**config.mk**
```make
export PLATFORM = sky130hd
export DESIGN_NAME = bus_idle_standby_detector
export DESIGN_NICKNAME = d
export VERILOG_FILES = /design/src/hw/standby_pkg.sv /design/src/hw/activity_shifter.sv /design/src/hw/bus_idle_standby_detector.sv
export SDC_FILE = /design/constraint.sdc
export NUM_CORES = 1
export LEC_CHECK = 0
export BUFFER_PORTS_ARGS = -buffer_cell sky130_fd_sc_hd__buf_2
export CAP_MARGIN = 20
export CORE_AREA = 2 2 41 43
export DETAILED_ROUTE_END_ITERATION = 10
export DIE_AREA = 0 0 43 45
export PLACE_DENSITY_LB_ADDON = 0.12
export SLEW_MARGIN = 20
export SYNTH_ARGS = -nofsm -noshare
export SYNTH_HDL_FRONTEND = slang
export SYNTH_SLANG_ARGS = --single-unit
```
**constraint.sdc**
```tcl
create_clock -name mclk -period 0.8 [get_ports mclk]
set_clock_uncertainty 0.1 [all_clocks]
set_input_delay 0.08 -clock mclk [delete_from_list [all_inputs] [get_ports mclk]]
set_output_delay 0.08 -clock mclk [all_outputs]
set_load 0.05 [all_outputs]
```
**src/hw/standby_pkg.sv**
```systemverilog
package standby_pkg;
  // idle count at which the chip select is released
  localparam int unsigned idle_clocks = 8;
  // host bus phase clock runs at one quarter of the input clock
  localparam int unsigned phase_divide = 4;
  // level of the released chip select, and reset value of mode select
  localparam logic select_release = 1'b1;
  localparam logic mode_reset = 1'b1;
  // unused strobe cycles the host issues after leaving idle
  localparam int unsigned wake_dummy_cycles = 2;
  // detector kinds
  typedef enum logic [1:0] {
    det_phase_clock = 2'b00,
    det_latch_enable = 2'b01,
    det_static_xnor = 2'b10
  } detect_kind_t;
endpackage

```
**src/hw/activity_shifter.sv**
```systemverilog
`timescale 1ns/1ps
// ------------------------------------------------------------
// shift register activity detector
// ------------------------------------------------------------
module activity_shifter #(
  parameter int unsigned depth = standby_pkg::idle_clocks
) (
  input wire logic mclk,
  input wire logic rst_n,
  input wire logic clear,
  output logic released
);
  logic [depth-1:0] stage;
  logic [depth-1:0] next_stage;

  // shift ones each clock, clear on activity, freeze once full
  always_comb begin
    if (clear) begin
      next_stage = '0;
    end else if (stage[depth-1]) begin
      next_stage = stage;
    end else begin
      next_stage = {stage[depth-2:0], 1'b1};
    end
  end

  always_ff @(posedge mclk or negedge rst_n) begin
    if (!rst_n) begin
      stage <= '0;
    end else begin
      stage <= next_stage;
    end
  end

  assign released = stage[depth-1];

  chk_release_after_depth: assert property (
    @(posedge mclk) disable iff (!rst_n)
    (!clear)[*8] |=> released)
    else $error("select not released after eight quiet clocks");

  chk_clear_wakes: assert property (
    @(posedge mclk) disable iff (!rst_n)
    clear |=> !released)
    else $error("activity did not reassert select");

  chk_hold_released: assert property (
    @(posedge mclk) disable iff (!rst_n)
    released && !clear |=> released && $stable(stage))
    else $error("released detector changed state");
endmodule // activity_shifter

```
**src/hw/bus_idle_standby_detector.sv**
```systemverilog
`timescale 1ns/1ps
// Functional notes
// - select is reasserted before the host's first instruction fetch.
// - bus phase clock normally runs at a quarter of the input clock.
// - after stop the phase clock stays low until an interrupt.
// - at least two phase clock cycles precede the first address strobe.
// - latch enable pulses two clocks in every six or twelve.
// - power control bit 0 enters idle; host clocks keep running.
// - in idle latch enable and program store enable stay high.
// - at least two dummy latch enable cycles follow idle exit.
// - power control bit 1 enters power-down; latch enable held low.
// - static high latch enable releases for idle; static low for power-down.
// - select equals xnor of latch enable and mode bit; the xnor detector releases it after eight matching clocks.
// - the mode bit holds its value while the host sleeps.
// - eight input clocks without phase clock rise release the select.
// - a phase clock rising edge clears the shift register.
// - while stopped ones shift in; resumed activity reasserts select.
module bus_idle_standby_detector #(
  parameter int unsigned depth = standby_pkg::idle_clocks,
  parameter standby_pkg::detect_kind_t kind = standby_pkg::det_phase_clock
) (
  input wire logic mclk,
  input wire logic resetn,
  input wire logic phase_clock,
  input wire logic latch_enable,
  input wire logic program_store_enable_n,
  input wire logic mode_select_in,
  input wire logic mode_load,
  output logic mode_select,
  output logic chip_select_n,
  output logic standby
);
  // ------------------------------------------------------------
  // reset release
  // ------------------------------------------------------------
  logic [1:0] rst_sync;
  logic [1:0] next_rst_sync;
  logic rst_n;

  // shift a one in behind the released reset
  always_comb begin
    next_rst_sync = {rst_sync[0], 1'b1};
  end

  // asynchronous assert, two flop release
  always_ff @(posedge mclk or negedge resetn) begin
    if (!resetn) begin
      rst_sync <= 2'h0;
    end else begin
      rst_sync <= next_rst_sync;
    end
  end
  assign rst_n = rst_sync[1];

  // ------------------------------------------------------------
  // pin synchronisers
  // ------------------------------------------------------------
  logic [2:0] pin_meta;
  logic [2:0] pin_sync;
  logic phase_prev;
  logic latch_prev;
  logic mode_meta;
  logic mode_sync;
  logic mode_in_meta;
  logic mode_in_sync;
  logic [2:0] next_pin_meta;
  logic [2:0] next_pin_sync;
  logic next_phase_prev;
  logic next_latch_prev;
  logic next_mode_meta;
  logic next_mode_sync;
  logic next_mode_in_meta;
  logic next_mode_in_sync;
  logic host_pins_idle;

  // first flop takes the raw pins, second the first, edge flops the second
  always_comb begin
    next_pin_meta = {program_store_enable_n, latch_enable, phase_clock};
    next_pin_sync = pin_meta;
    next_phase_prev = pin_sync[0];
    next_latch_prev = pin_sync[1];
    next_mode_meta = mode_load;
    next_mode_sync = mode_meta;
    next_mode_in_meta = mode_select_in;
    next_mode_in_sync = mode_in_meta;
  end

  // two flops per host pin before any logic reads it
  always_ff @(posedge mclk or negedge rst_n) begin
    if (!rst_n) begin
      pin_meta <= 3'h0;
      pin_sync <= 3'h0;
      phase_prev <= 1'b0;
      latch_prev <= 1'b0;
      mode_meta <= 1'b0;
      mode_sync <= 1'b0;
      mode_in_meta <= 1'b0;
      mode_in_sync <= 1'b0;
    end else begin
      pin_meta <= next_pin_meta;
      pin_sync <= next_pin_sync;
      phase_prev <= next_phase_prev;
      latch_prev <= next_latch_prev;
      mode_meta <= next_mode_meta;
      mode_sync <= next_mode_sync;
      mode_in_meta <= next_mode_in_meta;
      mode_in_sync <= next_mode_in_sync;
    end
  end

  // both strobes parked high is how the host shows idle
  assign host_pins_idle = pin_sync[1] && pin_sync[2];

  // ------------------------------------------------------------
  // mode select bit
  // ------------------------------------------------------------
  logic mode_reg;
  logic next_mode;

  // mode bit changes only on an explicit load and is held in sleep
  always_comb begin
    next_mode = mode_reg;
    if (mode_sync) begin
      next_mode = mode_in_sync;
    end
  end

  always_ff @(posedge mclk or negedge rst_n) begin
    if (!rst_n) begin
      mode_reg <= standby_pkg::mode_reset;
    end else begin
      mode_reg <= next_mode;
    end
  end
  assign mode_select = mode_reg;

  // ------------------------------------------------------------
  // activity qualification
  // ------------------------------------------------------------
  logic phase_rise;
  logic latch_edge;
  logic static_match;
  logic clear;

  // phase clock rise is activity while it runs at a quarter rate
  assign phase_rise = pin_sync[0] && !phase_prev;
  // any latch enable change is activity; stops high in idle
  assign latch_edge = pin_sync[1] ^ latch_prev;
  // xnor of latch level and mode bit marks the armed static level
  assign static_match = ~(pin_sync[1] ^ mode_reg);

  always_comb begin
    unique case (kind)
      standby_pkg::det_phase_clock: begin
        clear = phase_rise;
      end
      standby_pkg::det_latch_enable: begin
        clear = latch_edge;
      end
      standby_pkg::det_static_xnor: begin
        clear = !static_match || latch_edge;
      end
      default: begin
        clear = 1'b1;
      end
    endcase
  end

  // ------------------------------------------------------------
  // quiet period count for the checks
  // ------------------------------------------------------------
  localparam int unsigned quiet_width = $clog2(depth + 3);
  logic [quiet_width-1:0] quiet_count;
  logic [quiet_width-1:0] next_quiet_count;

  // clocks since the last clear, saturating just past the release point
  always_comb begin
    next_quiet_count = quiet_count;
    if (clear) begin
      next_quiet_count = '0;
    end else if (quiet_count != quiet_width'(depth + 2)) begin
      next_quiet_count = quiet_count + 1'b1;
    end
  end

  always_ff @(posedge mclk or negedge rst_n) begin
    if (!rst_n) begin
      quiet_count <= '0;
    end else begin
      quiet_count <= next_quiet_count;
    end
  end

  // ------------------------------------------------------------
  // detector and select output
  // ------------------------------------------------------------
  logic released;
  logic sel_n;
  logic next_sel_n;

  activity_shifter #(
    .depth(depth)
  ) u_shift (
    .mclk(mclk),
    .rst_n(rst_n),
    .clear(clear),
    .released(released)
  );

  // select high puts the peripheral in standby, low wakes it
  always_comb begin
    next_sel_n = released ? standby_pkg::select_release : 1'b0;
  end

  always_ff @(posedge mclk or negedge rst_n) begin
    if (!rst_n) begin
      sel_n <= 1'b0;
    end else begin
      sel_n <= next_sel_n;
    end
  end
  assign chip_select_n = sel_n;
  assign standby = sel_n;

  // ------------------------------------------------------------
  // checks
  // ------------------------------------------------------------
  // wake within the dummy cycles the host grants before its fetch
  chk_wake_before_fetch: assert property (
    @(posedge mclk) disable iff (!rst_n)
    clear |-> ##[1:3] !chip_select_n)
    else $error("select not reasserted after activity");

  chk_quiet_releases: assert property (
    @(posedge mclk) disable iff (!rst_n)
    (!clear)[*8] |=> ##1 chip_select_n)
    else $error("select not released after quiet period");

  chk_xnor_mode: assert property (
    @(posedge mclk) disable iff (!rst_n)
    (kind == standby_pkg::det_static_xnor) && !static_match |=> ##1
    !chip_select_n)
    else $error("mismatched latch level did not keep select");

  chk_mode_hold: assert property (
    @(posedge mclk) disable iff (!rst_n)
    !mode_sync |=> $stable(mode_select))
    else $error("mode bit changed without a load");

  chk_mode_load: assert property (
    @(posedge mclk) disable iff (!rst_n)
    mode_sync |=> mode_select == $past(mode_in_sync))
    else $error("mode bit did not take the loaded value");

  chk_standby_mirror: assert property (
    @(posedge mclk) disable iff (!rst_n)
    standby == chip_select_n)
    else $error("standby differs from select");

  chk_select_release: assert property (
    @(posedge mclk) disable iff (!rst_n)
    released |=> chip_select_n)
    else $error("select not high after release");

  chk_select_awake: assert property (
    @(posedge mclk) disable iff (!rst_n)
    !released |=> !chip_select_n)
    else $error("select high while detector busy");

  chk_wake_exact: assert property (
    @(posedge mclk) disable iff (!rst_n)
    clear |=> ##1 !chip_select_n)
    else $error("select not low two clocks after activity");

  chk_quiet_count: assert property (
    @(posedge mclk) disable iff (!rst_n)
    quiet_count >= quiet_width'(depth + 1) |-> chip_select_n)
    else $error("select low after a full quiet period");

  chk_busy_count: assert property (
    @(posedge mclk) disable iff (!rst_n)
    quiet_count != '0 && quiet_count <= quiet_width'(depth)
    |-> !chip_select_n)
    else $error("select released too early");

  chk_release_count: assert property (
    @(posedge mclk) disable iff (!rst_n)
    released == (quiet_count >= quiet_width'(depth)))
    else $error("release does not match quiet count");

  chk_idle_pins: assert property (
    @(posedge mclk) disable iff (!rst_n)
    (kind == standby_pkg::det_latch_enable) && host_pins_idle
    && latch_prev |-> !clear)
    else $error("parked idle strobes counted as activity");
endmodule // bus_idle_standby_detector

```
# [After elaboration in Yosys (flattened, before gate mapping)]
# Index checks and enable logic that the tools add are counted.
[totals] regBits=19 out_inout_bits=3 in_bits=7
[op_classes] reduce_logical=2 n_eq_ne=1 muxes=3
[op_table] operator="$mux W8" count=2
[op_table] operator="$ne A2 B2 Y1 const B" count=1
[op_table] operator="$logic_and A1 B1 Y1" count=1
[op_table] operator="$logic_not A1 Y1" count=1
[op_table] operator="$mux W1" count=1

# [Longest topological paths before layout]
[depth] depth_word=3 ltp_mapped=3

# [Modules after synthesis]
# A second synthesis with hierarchy kept.
[unflattened] hier_cells=41 area_unflattened_um2=623.1
[by_module_without_submodules] module="activity_shifter" n_inst=1 seq_area_each_um2=200.2 area_per_inst_um2=314.1 cells_each=26
[by_module_without_submodules] module="bus_idle_standby_detector" n_inst=1 seq_area_each_um2=276.5 area_per_inst_um2=309.0 cells_each=15

# [Worst setup path after synthesis]
# No wires, ideal clock.
[synth_path] path_type="register -> output" start="register sel_n (netlist: chip_select_n)" end="output port standby" stages_incl_launch_ff=2 required_time_ns=0.620 setup_slack_ns=-0.266 arrival_time_ns=0.886 path_cell_list="dfrtp_1 > buf_4"
[synth_rtl] item="start: declaration" line="bus_idle_standby_detector.sv:198" text="logic sel_n;"
[synth_rtl] item="start signal: assignment" line="bus_idle_standby_detector.sv:219" text="sel_n <= next_sel_n;"
[synth_rtl] item="end: declaration" line="bus_idle_standby_detector.sv:31" text="output logic standby"
# No word-level cell between the ends.

# [Final worst setup path]
[layout_path] start="register mode_reg (netlist: mode_select)" end="output port mode_select"
[layout_rtl] item="start: declaration" line="bus_idle_standby_detector.sv:117" text="logic mode_reg;"
[layout_rtl] item="start signal: assignment" line="bus_idle_standby_detector.sv:130" text="mode_reg <= standby_pkg::mode_reset;"
[layout_rtl] item="start signal: assignment" line="bus_idle_standby_detector.sv:132" text="mode_reg <= next_mode;"
[layout_rtl] item="end: declaration" line="bus_idle_standby_detector.sv:29" text="output logic mode_select,"
# No word-level cell between the ends.

==> reports/metrics.cfg <==
[place]
io_buffers = 7
gp_congestion = 0.6431
dp_hpwl_um = 579.5
post-place-ws_ps = -231.8

[sta]
setup_slack_ps = -363.4
fin_crit_sh_pct = 145.4
fmax_mhz = 859.6
holdWs_ps = -1.787
rsz0062_at_grt = true
hold_viol_final = 2
finalCriticalPeriod_ps = 1163
slew_viol_final = 0
setup_viol = 13

[die]
fp.dieH_um = 45
fp.dieArea_um2 = 1935
coreArea_um2 = 1471
num_io_pins = 10
fp-row-count = 14
initial_core_util_pct = 42.60
die_w_um = 43

[worst_setup_path]
cp_slowest_cell = dfstp_2
cp.arrival_ps = 980
startpoint_type = flop
critPathBufInv = 1
crit_fanout = 2
crit_family = flip-flops
endpoint_kind = output port
slowest_delay_ps = 560
crit_start = mode_select$_DFFE_PN1P_
required_ps = 620
worstReg2RegStart = u_shift.stage[7]$_DFF_PN0_
cp_cell_sequence = buf_8
criticalPathCategory = flop to output port

[pwr]
seq_power_share_pct = 54.2
power.net_switching_uw = 797.8
p_int_uw = 1694
p_sw_share_pct = 32.01
leakage_uw = 0.0003820
clockPowerShare_pct = 18.4
ir_worst_vdd_mv = 1.336
powerDensity_nw_per_um2 = 3117
p_comb_share_pct = 27.4

[synth]
yosysSeqAreaShare_pct = 76.05
synth_cell_types = 11
synth-seq-cells = 19
yosysWarnings = 0
synthCells = 41
syn-cell-area_um2 = 626.9
post_synth.cell_area_avg_um2 = 15.29
syn-num-nets = 48

[clock_tree]
clk_latency_ps = 280
cts_max_level = 1
clkTransAtPathRegs_ps = 100
cts_tree = built
clk_path_buf_depth = 2
cts-root-buf = clkbuf_4
cts_made_buffers = 3
postCtsSetupBuffers = 0
cts_sinks = 19

[detailed_routing]
drcViolationCount = 0
via_per_inst = 4.493
drtIter0Drc = 1
wl_per_cell_um = 11.34
ant_nets = 0
drt-total-wl_um = 828
drtPass1Iterations = 4
vias = 328

[final_layout]
drive_gt1_share_pct = 36.84
antenna_cells = 0
nets = 65
layout_common_cells = dfrtp_1 (16), nor2_1 (7), mux2i_1 (6)
layout_commonest_cell = dfrtp_1
syn_to_final_growth_pct = 27.54
fin_util_pct = 54.34

[run]
drv_cap = 0

[run_status]
violations = hold timing, setup timing
outcome = finished, violations left

[grt]
grt_use_met1_pct = 13.87
antenna_found_initial = 0
grt.busiest_layer = met2
grt_pass1_wl_um = 1497
grt_overflow = 0
grt_max_degree = 13
track_usage_pct = 11.27
use_met2_pct = 16.36
grt_pass1_vias = 341
met3_usage_pct = 3.600

[min_path]
hold_class = primary input to async pin

## logic make-up after synthesis
| logic type | share of synthesized area (%) |
|---|---|
| AO/OA/AOI/OAI | 0.7976 |
| buffers and inverters | 5.389 |
| flip-flops | 76.05 |
| multiplexers | 11.38 |
| other | 0.5982 |
| AND/OR/NAND/NOR | 5.789 |
## through the flow
step	TNS [ps]	power (uW)	cell area, um^2	cells
after floorplan	-1091	1815	643.1	41
after global placement	-1786	1880	698.2	65
after detailed placement	-1938	1901	698.2	65
after CTS	-2234	2490	794.5	73
after global routing	-2682	2630	799.5	73
final	-2160	2492	799.5	73
## Yosys cell counts
library cell	number	area (um^2)
dfstp_2	1	26.28
buf_4	1	7.510
nor2b_1	1	6.260
buf_6	2	22.52
inv_1	1	3.750
a21oi_1	1	5.000
conb_1	1	3.750
mux2_2	1	11.26
nor2_1	8	30.03
dfrtp_1	18	450.4
mux2i_1	6	60.06
## layout make-up
class / instances / area [um^2]
sequential: 19 / 479.2
inverter: 1 / 3.754
clock buffer: 4 / 26.28
fill: 132 / 671.9
multi-input combinational: 18 / 138.9
timing repair buffer: 15 / 131.4
tap: 16 / 20.02
## flip-flops by register name, indices dropped and copies added, names as in the netlist
| signal | cells |
|---|---|
| chip_select_n | 1 |
| mode_in_meta | 1 |
| mode_in_sync | 1 |
| mode_meta | 1 |
| mode_select | 1 |
| mode_sync | 1 |
| next_pin_sync | 1 |
| phase_prev | 1 |
| pin_sync | 1 |
| rst_sync | 2 |
| u_shift.stage | 8 |
## path summary, 6_finish.rpt
path	to	slack (ps)	cells after the start
max in group asynchronous	chip_select_n$_DFF_PN0_	340	1
min reg2reg	mode_in_meta$_DFF_PN0_	60	1
min in group mclk	mode_sync$_DFF_PN0_	260	0
min	rst_sync[1]$_DFF_PN0_	-2	2
max	mode_select	-360	1
max reg2reg	u_shift.stage[2]$_DFFE_PN0P_	-170	2
## layer usage
metal,routed length (um),share of wire (%)
met1,392,47
met2,399,48
met3,27,3.3
met4,8,0.97
met5,0,0
## what timing repair did
action | 4_1_cts | 5_1_grt
gates cloned | 0 | 0
hold buffers | 4 | 0
endpoints found under the setup margin | 13 | 13
hold endpoints to repair | 5 | 0
pin swaps | 1 | 0
gates resized for setup | 10 | 1
## worst register-to-register path, cell delays in order (launching register included)
cell and delay [ps]:
dfrtp_2 480, mux2i_1 220, nor2_1 60
## power by group through the flow
| stage | clock (uW) | combinational (uW) | sequential (uW) |
|---|---|---|---|
| after floorplan | 0 | 422 | 1390 |
| after global placement | 0 | 553 | 1330 |
| after detailed placement | 0 | 564 | 1340 |
| after CTS | 479 | 668 | 1340 |
| after global routing | 534 | 726 | 1370 |
| final | 460 | 682 | 1350 |
No activity file was read; power rests on OpenSTA's default activity.
